==> src/drc_pkg.sv <==
// Purpose: Shared constants and types of the relay and trip-recovery control block.
// Assumes: One 50 MHz control clock; registers are 32-bit Wishbone words.
// Notes:   All setting limits, defaults and register offsets live here, except the zero resets of bus_out_a, bus_out_b and the control word.
package drc_pkg;

    // Clock and time base.
    localparam int CLK_FREQ_HZ  = 50_000_000;
    localparam int SECOND_S     = 1;
    localparam int CYC_PER_SEC  = SECOND_S * CLK_FREQ_HZ;

    // Register byte offsets.
    localparam logic [5:0] OFS_RELAY_SEL   = 6'h00;
    localparam logic [5:0] OFS_CUT_IN      = 6'h04;
    localparam logic [5:0] OFS_CUT_OUT     = 6'h08;
    localparam logic [5:0] OFS_PREF_FAST   = 6'h0c;
    localparam logic [5:0] OFS_PREF_SLOW   = 6'h10;
    localparam logic [5:0] OFS_PFB_FS      = 6'h14;
    localparam logic [5:0] OFS_BUS_OUT_A   = 6'h18;
    localparam logic [5:0] OFS_BUS_OUT_B   = 6'h1c;
    localparam logic [5:0] OFS_POUT_SCALE  = 6'h20;
    localparam logic [5:0] OFS_RECOV_MODE  = 6'h24;
    localparam logic [5:0] OFS_RESTART_INT = 6'h28;
    localparam logic [5:0] OFS_CTRL_WORD   = 6'h2c;
    localparam logic [5:0] OFS_STATUS      = 6'h30;

    // Field positions.
    localparam int SEL_A_LSB      = 0;
    localparam int SEL_B_LSB      = 8;
    localparam int CTRL_RELAY_A   = 11;
    localparam int CTRL_RELAY_B   = 12;

    // Function codes.
    localparam logic [4:0] FN_NONE      = 5'h00;
    localparam logic [4:0] FN_RUNNING   = 5'h03;
    localparam logic [4:0] FN_ALARM     = 5'h08;
    localparam logic [4:0] FN_CTRL_WORD = 5'h1d;

    // Setting limits and reset values.
    localparam logic [16:0] DELAY_MAX     = 17'h00258;
    localparam logic [16:0] DELAY_RST     = 17'h00000;
    localparam logic [16:0] PFREQ_MIN     = 17'h00064;
    localparam logic [16:0] PFREQ_FAST_MX = 17'h0fde8;
    localparam logic [16:0] PFREQ_SLOW_MX = 17'h01388;
    localparam logic [16:0] PREF_RST      = 17'h01388;
    localparam logic [16:0] PFB_RST       = 17'h061a8;
    localparam logic [16:0] BUS_OUT_MAX   = 17'h003e8;
    localparam logic [16:0] POUT_MIN      = 17'h00001;
    localparam logic [16:0] POUT_MAX      = 17'h07d00;
    localparam logic [16:0] POUT_RST      = 17'h01388;
    localparam logic [16:0] RESTART_MAX   = 17'h00708;
    localparam logic [16:0] RESTART_RST   = 17'h0000a;
    localparam logic [3:0]  MODE_MANUAL   = 4'h0;
    localparam logic [3:0]  MODE_MAX      = 4'h9;
    localparam logic [3:0]  MODE_INFINITE = 4'h9;

    // Relay function selectors travel together.
    typedef struct packed {
        logic [4:0] sel_b;
        logic [4:0] sel_a;
    } drc_relay_sel_t;

    // Trip recovery states.
    typedef enum logic [1:0] {
        ST_RUN,
        ST_WAIT,
        ST_HOLD
    } drc_state_t;

endpackage

==> src/drc_relay_reset.sv <==
// Purpose: Relay status outputs with delays, setting storage and trip recovery control.
// Assumes: drive_status and trip come from logic on mclk; reset pins are asynchronous.
// Notes:   Wishbone classic slave, one wait state; out-of-range writes are ignored.
`timescale 1ns/1ps

// Summary of operation
// - Each relay selects one of 32 conditions.
// - Relay follows its selected condition.
// - Code 29 uses control word bits 11/12.
// - Bus timeout releases serially driven relays.
// - Relay A switch-on delayed 0-600 seconds.
// - Relay A switch-off delayed 0-600 seconds.
// - Pulse reference full-scale, two input ranges.
// - Pulse feedback full-scale 100-65000 Hz.
// - Bus output percentages hidden from panel.
// - Pulse output full-scale frequency setting.
// - Recovery mode decodes attempt counts.
// - Manual mode clears trip only by reset.
// - Automatic modes reset until attempts exhausted.
// - Attempts spaced by restart interval.
// - Restart interval 0-1800 seconds, default 10.
module drc_relay_reset
    import drc_pkg::*;
#(
    parameter int SEC_CYCLES = CYC_PER_SEC
) (
    // Clock and reset.
    input  wire logic        mclk,
    input  wire logic        arst_n,
    // Wishbone classic slave.
    input  wire logic        wb_cyc_i,
    input  wire logic        wb_stb_i,
    input  wire logic        wb_we_i,
    input  wire logic [5:0]  wb_adr_i,
    input  wire logic [3:0]  wb_sel_i,
    input  wire logic [31:0] wb_dat_i,
    output logic      [31:0] wb_dat_o,
    output logic             wb_ack_o,
    // Local operator panel read port.
    input  wire logic [5:0]  panel_addr,
    output logic      [31:0] panel_rdata,
    // Drive state.
    input  wire logic [31:0] drive_status,
    input  wire logic        bus_timeout,
    input  wire logic        trip,
    input  wire logic        run_stable,
    input  wire logic        reset_key,
    input  wire logic        reset_din,
    // Outputs.
    output logic             relay_a,
    output logic             relay_b,
    output logic             fault_clear,
    output logic      [16:0] pulse_ref_full_scale_fast,
    output logic      [16:0] pulse_ref_full_scale_slow,
    output logic      [16:0] pulse_feedback_full_scale,
    output logic      [16:0] pulse_output_scaling,
    output logic      [16:0] bus_out_a,
    output logic      [16:0] bus_out_b
);

    if (SEC_CYCLES < 2 || SEC_CYCLES > 67108863) begin : g_chk
        $error("SEC_CYCLES out of range");
    end

    localparam logic [25:0] SEC_LAST = 26'(SEC_CYCLES - 1);

    // Settings.
    drc_relay_sel_t relay_sel_q;
    logic [16:0]    cut_in_q, cut_out_q, restart_interval_q;
    logic [3:0]     trip_recovery_mode_q;
    logic [15:0]    ctrl_word_q;
    logic           ack_q;
    logic [31:0]    rdata_q, prdata_q, bus_rd, panel_rd, wr_val;
    // Timers, relays and recovery state.
    logic [25:0]    rly_cyc_q, rst_cyc_q;
    logic [16:0]    rly_sec_q, rst_sec_q;
    logic           relay_a_q, relay_b_q, fault_clear_q, trip_prev_q, timeout_prev_q;
    logic [4:0]     attempts_q, attempt_limit;
    logic           unlimited, exhausted;
    drc_state_t     state_q;
    logic [1:0]     key_sync_q, din_sync_q;
    logic           man_prev_q;
    logic           cond_a, cond_b, pending_a, man_reset_ev, trip_ev, wr_en;
    logic [16:0]    delay_a;

    // Pick one condition; code 29 takes the serial control word instead.
    function automatic logic pick(input logic [4:0] sel, input logic ctrl_bit, input logic tmo,
                                  input logic [31:0] st);
        if (sel == FN_CTRL_WORD) begin
            pick = ctrl_bit & ~tmo;
        end else if (sel == FN_NONE) begin
            pick = 1'b0;
        end else begin
            pick = st[sel];
        end
    endfunction

    // Register read mux; hide zeroes the bus-only output values.
    function automatic logic [31:0] rd(input logic [5:0] a, input logic hide);
        rd = 32'h0000_0000;
        case (a)
            OFS_RELAY_SEL:   rd = {19'h0_0000, relay_sel_q.sel_b, 3'h0, relay_sel_q.sel_a};
            OFS_CUT_IN:      rd = {15'h0000, cut_in_q};
            OFS_CUT_OUT:     rd = {15'h0000, cut_out_q};
            OFS_PREF_FAST:   rd = {15'h0000, pulse_ref_full_scale_fast};
            OFS_PREF_SLOW:   rd = {15'h0000, pulse_ref_full_scale_slow};
            OFS_PFB_FS:      rd = {15'h0000, pulse_feedback_full_scale};
            OFS_BUS_OUT_A:   rd = hide ? 32'h0000_0000 : {15'h0000, bus_out_a};
            OFS_BUS_OUT_B:   rd = hide ? 32'h0000_0000 : {15'h0000, bus_out_b};
            OFS_POUT_SCALE:  rd = {15'h0000, pulse_output_scaling};
            OFS_RECOV_MODE:  rd = {28'h000_0000, trip_recovery_mode_q};
            OFS_RESTART_INT: rd = {15'h0000, restart_interval_q};
            OFS_CTRL_WORD:   rd = {16'h0000, ctrl_word_q};
            OFS_STATUS:      rd = {19'h0_0000, attempts_q, 2'(state_q), 3'h0, exhausted, relay_b_q, relay_a_q};
            default:         rd = 32'h0000_0000;
        endcase
    endfunction

    // Byte-lane merge of the write data into the addressed register.
    always_comb begin
        wr_val = bus_rd;
        for (int i = 0; i < 4; i++) begin
            if (wb_sel_i[i]) begin
                wr_val[i*8 +: 8] = wb_dat_i[i*8 +: 8];
            end
        end
    end

    // Both read views come from one decoder so they cannot drift apart.
    always_comb begin
        bus_rd   = rd(wb_adr_i, 1'b0);
        panel_rd = rd(panel_addr, 1'b1);
    end

    assign wr_en = wb_cyc_i & wb_stb_i & wb_we_i & ~ack_q;

    // Bus handshake: ack one cycle after the request, dropped the cycle after.
    always_ff @(posedge mclk or negedge arst_n) begin
        if (!arst_n) begin
            ack_q    <= 1'b0;
            rdata_q  <= 32'h0000_0000;
            prdata_q <= 32'h0000_0000;
        end else begin
            ack_q    <= wb_cyc_i & wb_stb_i & ~ack_q;
            rdata_q  <= bus_rd;
            prdata_q <= panel_rd;
        end
    end

    // Settings registers; a write outside the legal range keeps the old value.
    always_ff @(posedge mclk or negedge arst_n) begin
        if (!arst_n) begin
            relay_sel_q.sel_a         <= FN_ALARM;
            relay_sel_q.sel_b         <= FN_RUNNING;
            cut_in_q                  <= DELAY_RST;
            cut_out_q                 <= DELAY_RST;
            pulse_ref_full_scale_fast <= PREF_RST;
            pulse_ref_full_scale_slow <= PREF_RST;
            pulse_feedback_full_scale <= PFB_RST;
            bus_out_a                 <= 17'h00000;
            bus_out_b                 <= 17'h00000;
            pulse_output_scaling      <= POUT_RST;
            trip_recovery_mode_q      <= MODE_MANUAL;
            restart_interval_q        <= RESTART_RST;
        end else if (wr_en) begin
            case (wb_adr_i)
                OFS_RELAY_SEL: begin
                    relay_sel_q.sel_a <= wr_val[SEL_A_LSB +: 5];
                    relay_sel_q.sel_b <= wr_val[SEL_B_LSB +: 5];
                end
                OFS_CUT_IN:      if (wr_val[16:0] <= DELAY_MAX && wr_val[31:17] == 15'h0000)
                                     cut_in_q <= wr_val[16:0];
                OFS_CUT_OUT:     if (wr_val[16:0] <= DELAY_MAX && wr_val[31:17] == 15'h0000)
                                     cut_out_q <= wr_val[16:0];
                OFS_PREF_FAST:   if (wr_val[16:0] >= PFREQ_MIN && wr_val[16:0] <= PFREQ_FAST_MX && wr_val[31:17] == 15'h0000)
                                     pulse_ref_full_scale_fast <= wr_val[16:0];
                OFS_PREF_SLOW:   if (wr_val[16:0] >= PFREQ_MIN && wr_val[16:0] <= PFREQ_SLOW_MX && wr_val[31:17] == 15'h0000)
                                     pulse_ref_full_scale_slow <= wr_val[16:0];
                OFS_PFB_FS:      if (wr_val[16:0] >= PFREQ_MIN && wr_val[16:0] <= PFREQ_FAST_MX && wr_val[31:17] == 15'h0000)
                                     pulse_feedback_full_scale <= wr_val[16:0];
                OFS_BUS_OUT_A:   if (wr_val[16:0] <= BUS_OUT_MAX && wr_val[31:17] == 15'h0000)
                                     bus_out_a <= wr_val[16:0];
                OFS_BUS_OUT_B:   if (wr_val[16:0] <= BUS_OUT_MAX && wr_val[31:17] == 15'h0000)
                                     bus_out_b <= wr_val[16:0];
                OFS_POUT_SCALE:  if (wr_val[16:0] >= POUT_MIN && wr_val[16:0] <= POUT_MAX && wr_val[31:17] == 15'h0000)
                                     pulse_output_scaling <= wr_val[16:0];
                OFS_RECOV_MODE:  if (wr_val[3:0] <= MODE_MAX && wr_val[31:4] == 28'h000_0000)
                                     trip_recovery_mode_q <= wr_val[3:0];
                OFS_RESTART_INT: if (wr_val[16:0] <= RESTART_MAX && wr_val[31:17] == 15'h0000)
                                     restart_interval_q <= wr_val[16:0];
                default: ;
            endcase
        end
    end

    // Control word; the timeout edge wipes the relay bits so they stay off afterwards.
    always_ff @(posedge mclk or negedge arst_n) begin
        if (!arst_n) begin
            ctrl_word_q    <= 16'h0000;
            timeout_prev_q <= 1'b0;
        end else begin
            timeout_prev_q <= bus_timeout;
            if (bus_timeout && !timeout_prev_q) begin
                ctrl_word_q[CTRL_RELAY_A] <= 1'b0;
                ctrl_word_q[CTRL_RELAY_B] <= 1'b0;
            end else if (wr_en && wb_adr_i == OFS_CTRL_WORD) begin
                ctrl_word_q <= wr_val[15:0];
            end
        end
    end

    // Condition selection for both relays.
    always_comb begin
        cond_a    = pick(relay_sel_q.sel_a, ctrl_word_q[CTRL_RELAY_A], bus_timeout, drive_status);
        cond_b    = pick(relay_sel_q.sel_b, ctrl_word_q[CTRL_RELAY_B], bus_timeout, drive_status);
        pending_a = cond_a != relay_a_q;
        delay_a   = cond_a ? cut_in_q : cut_out_q;
    end

    // Relay A delay timer restarts whenever no change is pending.
    always_ff @(posedge mclk or negedge arst_n) begin
        if (!arst_n) begin
            rly_cyc_q <= 26'h000_0000;
            rly_sec_q <= 17'h00000;
        end else if (!pending_a) begin
            rly_cyc_q <= 26'h000_0000;
            rly_sec_q <= 17'h00000;
        end else if (rly_cyc_q == SEC_LAST) begin
            rly_cyc_q <= 26'h000_0000;
            rly_sec_q <= rly_sec_q + 17'h00001;
        end else begin
            rly_cyc_q <= rly_cyc_q + 26'h000_0001;
        end
    end

    // Relay contacts; a timeout release of a serial relay skips the off delay.
    always_ff @(posedge mclk or negedge arst_n) begin
        if (!arst_n) begin
            relay_a_q <= 1'b0;
            relay_b_q <= 1'b0;
        end else begin
            relay_b_q <= cond_b;
            if (bus_timeout && relay_sel_q.sel_a == FN_CTRL_WORD) begin
                relay_a_q <= 1'b0;
            end else if (pending_a && rly_sec_q >= delay_a) begin
                relay_a_q <= cond_a;
            end
        end
    end

    // Manual reset pins are asynchronous, so each passes two flip-flops first.
    always_ff @(posedge mclk or negedge arst_n) begin
        if (!arst_n) begin
            key_sync_q <= 2'b00;
            din_sync_q <= 2'b00;
            man_prev_q <= 1'b0;
            trip_prev_q <= 1'b0;
        end else begin
            key_sync_q  <= {key_sync_q[0], reset_key};
            din_sync_q  <= {din_sync_q[0], reset_din};
            man_prev_q  <= key_sync_q[1] | din_sync_q[1];
            trip_prev_q <= trip;
        end
    end

    assign man_reset_ev = (key_sync_q[1] | din_sync_q[1]) & ~man_prev_q;
    assign trip_ev      = trip & ~trip_prev_q;

    // Attempt budget for the selected recovery mode.
    always_comb begin
        unlimited = trip_recovery_mode_q == MODE_INFINITE;
        case (trip_recovery_mode_q)
            4'h6:    attempt_limit = 5'h0a;
            4'h7:    attempt_limit = 5'h0f;
            4'h8:    attempt_limit = 5'h14;
            4'h9:    attempt_limit = 5'h00;
            default: attempt_limit = {1'b0, trip_recovery_mode_q};
        endcase
        exhausted = !unlimited && attempts_q >= attempt_limit;
    end

    // Restart interval timer runs only while waiting for an automatic reset.
    always_ff @(posedge mclk or negedge arst_n) begin
        if (!arst_n) begin
            rst_cyc_q <= 26'h000_0000;
            rst_sec_q <= 17'h00000;
        end else if (state_q != ST_WAIT) begin
            rst_cyc_q <= 26'h000_0000;
            rst_sec_q <= 17'h00000;
        end else if (rst_cyc_q == SEC_LAST) begin
            rst_cyc_q <= 26'h000_0000;
            rst_sec_q <= rst_sec_q + 17'h00001;
        end else begin
            rst_cyc_q <= rst_cyc_q + 26'h000_0001;
        end
    end

    // Trip recovery; a manual reset is honoured in any tripped state.
    always_ff @(posedge mclk or negedge arst_n) begin
        if (!arst_n) begin
            state_q       <= ST_RUN;
            attempts_q    <= 5'h00;
            fault_clear_q <= 1'b0;
        end else begin
            fault_clear_q <= 1'b0;
            case (state_q)
                ST_RUN: begin
                    if (trip_ev) begin
                        state_q <= exhausted ? ST_HOLD : ST_WAIT;
                    end else if (run_stable) begin
                        attempts_q <= 5'h00;
                    end
                end
                ST_WAIT: begin
                    if (man_reset_ev) begin
                        fault_clear_q <= 1'b1;
                        attempts_q    <= 5'h00;
                        state_q       <= ST_RUN;
                    end else if (rst_sec_q >= restart_interval_q) begin
                        fault_clear_q <= 1'b1;
                        if (!unlimited) begin
                            attempts_q <= attempts_q + 5'h01;
                        end
                        state_q <= ST_RUN;
                    end
                end
                ST_HOLD: begin
                    if (man_reset_ev) begin
                        fault_clear_q <= 1'b1;
                        attempts_q    <= 5'h00;
                        state_q       <= ST_RUN;
                    end
                end
                default: state_q <= ST_RUN;
            endcase
        end
    end

    assign wb_ack_o    = ack_q;
    assign wb_dat_o    = rdata_q;
    assign panel_rdata = prdata_q;
    assign relay_a     = relay_a_q;
    assign relay_b     = relay_b_q;
    assign fault_clear = fault_clear_q;

    // Checks on relay, setting range and trip recovery behaviour.
    property p_relay_b_follow;
        @(posedge mclk) disable iff (!arst_n)
        (relay_sel_q.sel_b == FN_RUNNING && drive_status[3]) |=> relay_b;
    endproperty
    a_relay_b_follow: assert property (p_relay_b_follow) else $error("Relay B missed its condition.");

    property p_ctrl_bit;
        @(posedge mclk) disable iff (!arst_n)
        (relay_sel_q.sel_b == FN_CTRL_WORD && ctrl_word_q[CTRL_RELAY_B] && !bus_timeout) |=> relay_b;
    endproperty
    a_ctrl_bit: assert property (p_ctrl_bit) else $error("Control bit 12 did not drive relay B.");

    property p_timeout_cut;
        @(posedge mclk) disable iff (!arst_n)
        (bus_timeout && relay_sel_q.sel_a == FN_CTRL_WORD) |=> !relay_a;
    endproperty
    a_timeout_cut: assert property (p_timeout_cut) else $error("Bus timeout did not release relay A.");

    property p_cut_in_zero;
        @(posedge mclk) disable iff (!arst_n)
        (!relay_a_q && cond_a && cut_in_q == 17'h00000) |=> relay_a;
    endproperty
    a_cut_in_zero: assert property (p_cut_in_zero) else $error("Relay A did not close at once.");

    property p_cut_in_hold;
        @(posedge mclk) disable iff (!arst_n)
        (!relay_a_q && cond_a && cut_in_q != 17'h00000 && rly_sec_q == 17'h00000) |=> !relay_a;
    endproperty
    a_cut_in_hold: assert property (p_cut_in_hold) else $error("Relay A closed before its delay.");

    property p_cut_out_hold;
        @(posedge mclk) disable iff (!arst_n)
        (relay_a_q && !cond_a && !bus_timeout && cut_out_q != 17'h00000 && rly_sec_q == 17'h00000) |=> relay_a;
    endproperty
    a_cut_out_hold: assert property (p_cut_out_hold) else $error("Relay A opened before its delay.");

    property p_cancel;
        @(posedge mclk) disable iff (!arst_n)
        (!relay_a_q && cond_a && cut_in_q != 17'h00000 && rly_sec_q == 17'h00000) ##1 !cond_a |=>
            !relay_a ##1 rly_sec_q == 17'h00000;
    endproperty
    a_cancel: assert property (p_cancel) else $error("Cancelled delay changed relay A.");

    property p_ranges;
        @(posedge mclk) disable iff (!arst_n)
        pulse_feedback_full_scale >= PFREQ_MIN && pulse_ref_full_scale_slow <= PFREQ_SLOW_MX && bus_out_a <= BUS_OUT_MAX;
    endproperty
    a_ranges: assert property (p_ranges) else $error("A setting left its legal range.");

    property p_manual_hold;
        @(posedge mclk) disable iff (!arst_n)
        (state_q == ST_RUN && trip_ev && trip_recovery_mode_q == MODE_MANUAL) |=>
            state_q == ST_HOLD ##1 (!fault_clear || $past(man_reset_ev));
    endproperty
    a_manual_hold: assert property (p_manual_hold) else $error("Manual mode did not hold the trip.");

    property p_auto_clear;
        @(posedge mclk) disable iff (!arst_n)
        (state_q == ST_WAIT && !man_reset_ev && rst_sec_q >= restart_interval_q) |=> fault_clear && state_q == ST_RUN;
    endproperty
    a_auto_clear: assert property (p_auto_clear) else $error("Automatic reset missed its interval.");

    property p_wait_early;
        @(posedge mclk) disable iff (!arst_n)
        (state_q == ST_WAIT && !man_reset_ev && rst_sec_q < restart_interval_q) |=> !fault_clear;
    endproperty
    a_wait_early: assert property (p_wait_early) else $error("Automatic reset came too early.");

    property p_exhausted;
        @(posedge mclk) disable iff (!arst_n)
        (state_q == ST_RUN && trip_ev && exhausted) |=> state_q == ST_HOLD;
    endproperty
    a_exhausted: assert property (p_exhausted) else $error("Exhausted attempts did not wait for manual reset.");

    c_relay_a_delayed: cover property (@(posedge mclk) disable iff (!arst_n) $rose(relay_a) && cut_in_q != 17'h00000);
    c_auto_reset:      cover property (@(posedge mclk) disable iff (!arst_n) state_q == ST_WAIT ##1 fault_clear);
    c_manual_reset:    cover property (@(posedge mclk) disable iff (!arst_n) state_q == ST_HOLD ##1 state_q == ST_RUN);
    c_timeout_cut:     cover property (@(posedge mclk) disable iff (!arst_n) relay_b ##1 $rose(bus_timeout) ##1 !relay_b);

endmodule // drc_relay_reset

==> config.mk <==
export PLATFORM = sky130hd
export DESIGN_NAME = drc_relay_reset
export DESIGN_NICKNAME = d
export VERILOG_FILES = /design/src/drc_pkg.sv /design/src/drc_relay_reset.sv
export SDC_FILE = /design/constraint.sdc
export NUM_CORES = 1
export LEC_CHECK = 0
export ABC_CLOCK_PERIOD_IN_PS = 9270
export BUFFER_PORTS_ARGS = -buffer_cell sky130_fd_sc_hd__clkbuf_2
export CORE_ASPECT_RATIO = 1.5
export CORE_MARGIN = 1
export CORE_UTILIZATION = 35
export CTS_BUF_LIST = sky130_fd_sc_hd__clkbuf_4 sky130_fd_sc_hd__clkbuf_8
export DETAILED_ROUTE_END_ITERATION = 12
export HOLD_SLACK_MARGIN = 0.02
export PLACE_DENSITY = 0.52
export SETUP_SLACK_MARGIN = 0.2
export SLEW_MARGIN = 15
export SYNTH_ARGS = -nofsm -noshare
export SYNTH_HDL_FRONTEND = slang
export SYNTH_SLANG_ARGS = --single-unit
==> constraint.sdc <==
create_clock -name mclk -period 9.27 [get_ports mclk]
set_clock_uncertainty 0.05 [all_clocks]
set_input_delay 0 -clock mclk [delete_from_list [all_inputs] [get_ports mclk]]
set_output_delay 0 -clock mclk [all_outputs]
set_load 0.005 [all_outputs]
# Yosys cells after proc, flatten, opt, wreduce, memory -nomap -nowiden
# Cells that the tools add are included.
# W data, S select, Z words.
[totals]
rom_bits = 0
latch_bits = 0
input_bits = 90
wordCells = 192
memories = 0
ramBits = 0
ff_bits = 351
[op_classes]
n_lt_le_gt_ge = 14
addsub = 5
n_shift = 0
eq_ne = 41
mul = 0
bitwise_logic = 14
div = 0
reduce_logical = 42
n_mux = 45
[op_table]
columns = ["operator", "n"]
rows = [
  ["$pmux W17 S13", 1],
  ["$pmux W17 S11", 1],
  ["$mux W26", 4],
  ["$mux W17", 5],
  ["$eq A6 B6 Y1 const B", 10],
  ["$add A26 B1 Y26 const B", 2],
  ["$eq A26 B26 Y1 const B", 2],
  ["$eq A6 B5 Y1 const B", 6],
  ["$add A17 B1 Y17 const B", 2],
  ["$ge A17 B17 Y1", 2],
  ["$le A17 B10 Y1 const B", 2],
  ["$reduce_and A3 Y1", 11],
  ["$mux W8", 4],
  ["$mux W5", 6],
  ["$logic_not A28 Y1", 1],
  ["$eq A6 B4 Y1 const B", 4],
  ["$pmux W5 S4", 1],
  ["$ge A17 B1 Y1 const B", 1],
  ["$ge A17 B7 Y1 const B", 1],
  ["$le A17 B11 Y1 const B", 1],
  ["$le A17 B13 Y1 const B", 1],
  ["$le A17 B15 Y1 const B", 1],
  ["$le A17 B16 Y1 const B", 1],
  ["$logic_and A1 B1 Y1", 15],
  ["other kinds (33)", 76],
]

# Depth between registers and ports, before layout
[logic_depth]
depth_word = 10
mapped_depth = 19

# Worst setup path before layout
# No wires, ideal clock.
[synth_timing]
path_type = "reg-to-reg"
start = "register relay_sel_q[0] in the netlist's numbering"
end = "register relay_a_q, in the netlist relay_a"
stages_incl_launch_ff = 18
setup_time_ns = 0.125
setup_slack_ns = 4.820
arrival_time_ns = 4.275
synth_period_minus_slack_ns = 4.450
cell_sequence = "dfrtp_1 > buf_2 > mux4_2 > mux4_2 > mux2i_1 > o21ai_0 > buf_1 > clkbuf_1 > mux2i_1 > ha_1 > a21o_1 > a21o_1 > a21oi_1 > o21ai_0 > a221o_1 > a211oi_1 > a211oi_1 > mux2_2"
[synth_via]
elab_chain_len = 8
[synth_rtl]
columns = ["item", "line", "text"]
rows = [
  ["from (decl)", "drc_relay_reset.sv:68", "drc_relay_sel_t relay_sel_q;"],
  ["$bmux W1 S5", "drc_relay_reset.sv:94", "pick = st[sel];"],
  ["$mux W1 (implied by the code)", "drc_relay_reset.sv:94", ""],
  ["$mux W1", "drc_relay_reset.sv:91", "end else if (sel == FN_NONE) begin"],
  ["$mux W1", "drc_relay_reset.sv:89", "if (sel == FN_CTRL_WORD) begin"],
  ["$mux W17", "drc_relay_reset.sv:217", "delay_a = cond_a ? cut_in_q : cut_out_q;"],
  ["$ge A17 B17 Y1", "drc_relay_reset.sv:245", "end else if (pending_a && rly_sec_q >= delay_a) begin"],
  ["$logic_and A1 B1 Y1", "drc_relay_reset.sv:245", ""],
  ["$reduce_bool A2 Y1 (no line)", "n/a", ""],
  ["to (signal assigned)", "drc_relay_reset.sv:246", "relay_a_q <= cond_a;"],
  ["to (decl)", "drc_relay_reset.sv:77", "logic relay_a_q, relay_b_q, fault_clear_q, trip_prev_q, timeout_prev_q;"],
]
# Several ways; a longest one is shown, not always the timed one. The select of a mux whose other input is x is not followed.
# A chain may end at the register's enable or synchronous reset.

# Final worst setup path
[layout_timing]
start = "input wb_adr_i[5]"
end = "register pulse_ref_full_scale_slow[0]"
[layout_via]
elab_chain_len = 7
[layout_rtl]
columns = ["item", "line", "text"]
rows = [
  ["from (decl)", "drc_relay_reset.sv:34", "input wire logic [5:0] wb_adr_i,"],
  ["$eq A6 B6 Y1, or another cell as far along", "drc_relay_reset.sv:101", "case (a)"],
  ["$pmux W17 S13 *", "drc_relay_reset.sv:101", ""],
  ["net bus_rd[13]", "drc_relay_reset.sv:73", "logic [31:0] rdata_q, prdata_q, bus_rd, panel_rd, wr_val;"],
  ["$mux W8 *", "drc_relay_reset.sv:123", "if (wb_sel_i[i]) begin"],
  ["$ge A17 B7 Y1 or $le A17 B13 Y1 (tied branches)", "drc_relay_reset.sv:177", "OFS_PREF_SLOW: if (wr_val[16:0] >= PFREQ_MIN && wr_val[16:0] <= PFREQ_SLOW_MX && wr_val[31:17] == 15'h0000)"],
  ["$logic_and A1 B1 Y1 * (2 in series)", "drc_relay_reset.sv:177", ""],
  ["$reduce_and A3 Y1 (no line) *", "n/a", ""],
  ["to (signal assigned)", "drc_relay_reset.sv:178", "pulse_ref_full_scale_slow <= wr_val[16:0];"],
  ["to (decl)", "drc_relay_reset.sv:54", "output logic [16:0] pulse_ref_full_scale_slow,"],
]
# The timed path passes the listed nets; every way through them passes the cells marked *.

==> flow_summary.toml <==
[status]
status = "finished, final reports clean"

[setup_path]
critPathCaptureType = "flop"
crit_path_end = "pulse_ref_full_scale_slow[0]"
path_class = "input port to flop"
required_ps = 9740
cp.arrival_ps = 5910
crit_fanout = 17
cpPeakStageDelay_ps = 1110
r2r-end = "relay_a"
timing.rr.start = "relay_sel_q[0]"
reg2reg_depth = 17
cp-start-kind = "input port"
slowest_stage = "nor2_1"
cp_cell_sequence = "dlygate4sd3_1 > clkbuf_2 > or4_1 > nor2_1 > a222oi_1 > nand3_1 > nor4_1 > a21oi_1 > or4b_4 > nand3_2 > a31oi_4 > mux2_2"
cp-startpoint = "wb_adr_i[5]"
rrSetupSlack_ps = 3980

[sta]
setup_ws_ps = 3830
period_needed_ps = 5440
grt_setup_unrepaired = "false"
finalHoldViolCount = 0
finalSetupViolCount = 0
timing.fmax_mhz = 183.8
timing.hold.ws_ps = 61.62
fin_setup_tns_ps = 0
fin_crit_sh = 0.5869
worstMarginPinSlew_ps = 1233
slew_headroom = 0.1750
slew_viol_final = 0

[floorplanning]
die_w_um = 186.8
die_h_um = 279.1
start_util = 0.3545
rows = 101
core_sq_um = 50550
ioPinCount = 260
dieArea_sq_um = 52130

[yosys]
ys_seq_area_frac = 0.4501
synth_area_leaders = "dfrtp_1 41%, mux2_2 8.2%, dfstp_2 3.8%"
synth_seq_cells = 321
synth-adder-area-share = 0.03282
synthSimpleGateAreaFrac = 0.1718
synth_top_area_frac = 0.4120
synthesis.instances = 1678
synth_top_family_by_area = "simple AND/OR/NAND/NOR gates"
avgSynthCellArea_sq_um = 10.68
yosysMostFrequentCell = "dfrtp_1"
synth_enable_flop_cells = 0
synth.cell_area_sq_um = 17920
ys.flop_type = "dfrtp_1"
yosysUniqueCellTypes = 87
synthXorXnorAreaFrac = 0.03519
synth_commonest_cells = "295 x dfrtp_1, 136 x nor2_1, 130 x mux2_2"
synth_compound_area_frac = 0.1125
synth_mux_area_frac = 0.1508
async_flop_share = 1.000
yosysTopAreaCell = "dfrtp_1"
yosys_warnings = 0

[cells_and_area]
nets = 2067
layout-drive-gt1-share = 0.3003
largest_registers = "rly_cyc_q: 26 flops, rst_cyc_q: 26 flops"
finalNonFillerCells = 2645
final_area_sq_um = 21220
fillCellCount = 4974
fin_util = 0.4197
area_delta_synth_final_pct = 18.40

[job]
drv_cap = 0

[place]
placed_area_sq_um = 19640
post-dp-hpwl_um = 48450
io_buffers = 228
gp_congestion = 0.9446
place_ws_ps = 4028
dp_cells = 2512

[route]
ant_nets = 0
drc_errors = 0
dr.pass1.iters = 5
routed_wirelength_um = 66650
route.vias.total = 15030
drt-initial-drc-count = 1265
via_per_inst = 5.681
wl_per_cell_um = 25.20

[clocking]
cts-buffers-inserted = 53
cts_tree = "yes"
clock_path_buffers = 3
clk-insertion-delay-late_ps = 640
htreeDepth = 2
cts-root-buf = "clkbuf_8"
clkTransAtPathRegs_ps = 60
cts_sinks = 321
postCtsSetupBuffers = 0
cts_resized = 0

[power_and_ir_drop]
p_leak_nw = 9.790
p_per_area_nw_per_um2 = 148.4
vdd_ir_drop_max_mv = 0.07505
power_mw = 3.148

[global_routing]
grt_pass1_wl_um = 99000
grt.overflow.total = 0
grt_max_degree = 155
grt_pass1_vias = 15070
antenna_found_initial = 1
track_usage = 0.2546

[worst_hold_path]
hold_class = "input port to flop"
layout by cell type, fill, tap and decap left out, types with 47 or more instances in the layout:
cell / count
dfrtp_1: 295
clkbuf_2: 227
nor2_1: 135
mux2_2: 130
nand2_1: 95
nand3_1: 69
and3_1: 68
clkbuf_8: 66
xor2_1: 47
ha_1: 47
area by class of cell:
| class | count | area (sq um) | share of cell area |
|---|---|---|---|
| timing repair buffer | 290 | 1727 | 0.08138 |
| inverter | 47 | 176.4 | 0.008315 |
| multi-input combinational | 1217 | 9174 | 0.4324 |
| clock buffer | 83 | 1036 | 0.04883 |
| sequential | 321 | 8065 | 0.3801 |
| clock inverter | 17 | 198.9 | 0.009377 |
| antenna | 1 | 2.502 | 0.0001179 |
| tap | 669 | 837.1 | 0.03945 |
metal layers:
layer,track usage,vias up,part of all wire
met5,0,-,0
met4,0.1602,0,0.068
met3,0.04047,218,0.065
met2,0.4413,737,0.49
met1,0.2926,7457,0.37
li1,-,6613,-
what timing repair did:
item                                    in CTS  in global routing
hold endpoints to repair                   157                  0
endpoints found under the setup margin       0                  0
hold buffers                                32                  0
report_power, final:
| part | internal [mW] | total (mW) | switching [mW] |
|---|---|---|---|
| registers | 1.42 | 1.43 | 0.0190 |
| clock network | 0.826 | 1.45 | 0.621 |
| logic | 0.0907 | 0.266 | 0.175 |
worst max-delay path, delay by kind of cell:
| family | cells | cell delay, ps |
|---|---|---|
| compound gates | 3 | 1920 |
| buf+inv | 2 | 760 |
| mux | 1 | 410 |
| simple gates | 6 | 2810 |
cells by family (layout without fill, tap and decap cells):
kind of cell,count (synthesis),after routing
adder cells (fa/ha/maj),47,47
buffers and inverters,169,437
AND/OR/NAND/NOR,578,578
flip-flops,321,321
XOR/XNOR,72,72
multiplexers,217,217
other,1,31
AO/OA/AOI/OAI,273,273
worst min path at each step:
stage / depth (start not counted) / startpoint / end
2_1_floorplan: 0 / arst_n / attempts_q[0]
3_3_place_gp: 1 / arst_n / panel_rdata[3]
3_5_place_dp: 1 / arst_n / panel_rdata[3]
4_1_cts: 5 / wb_dat_i[6] / pulse_output_scaling[6]
5_1_grt: 4 / panel_addr[4] / panel_rdata[3]
6_report: 4 / panel_addr[2] / panel_rdata[14]
(Power assumes the default switching activity.)
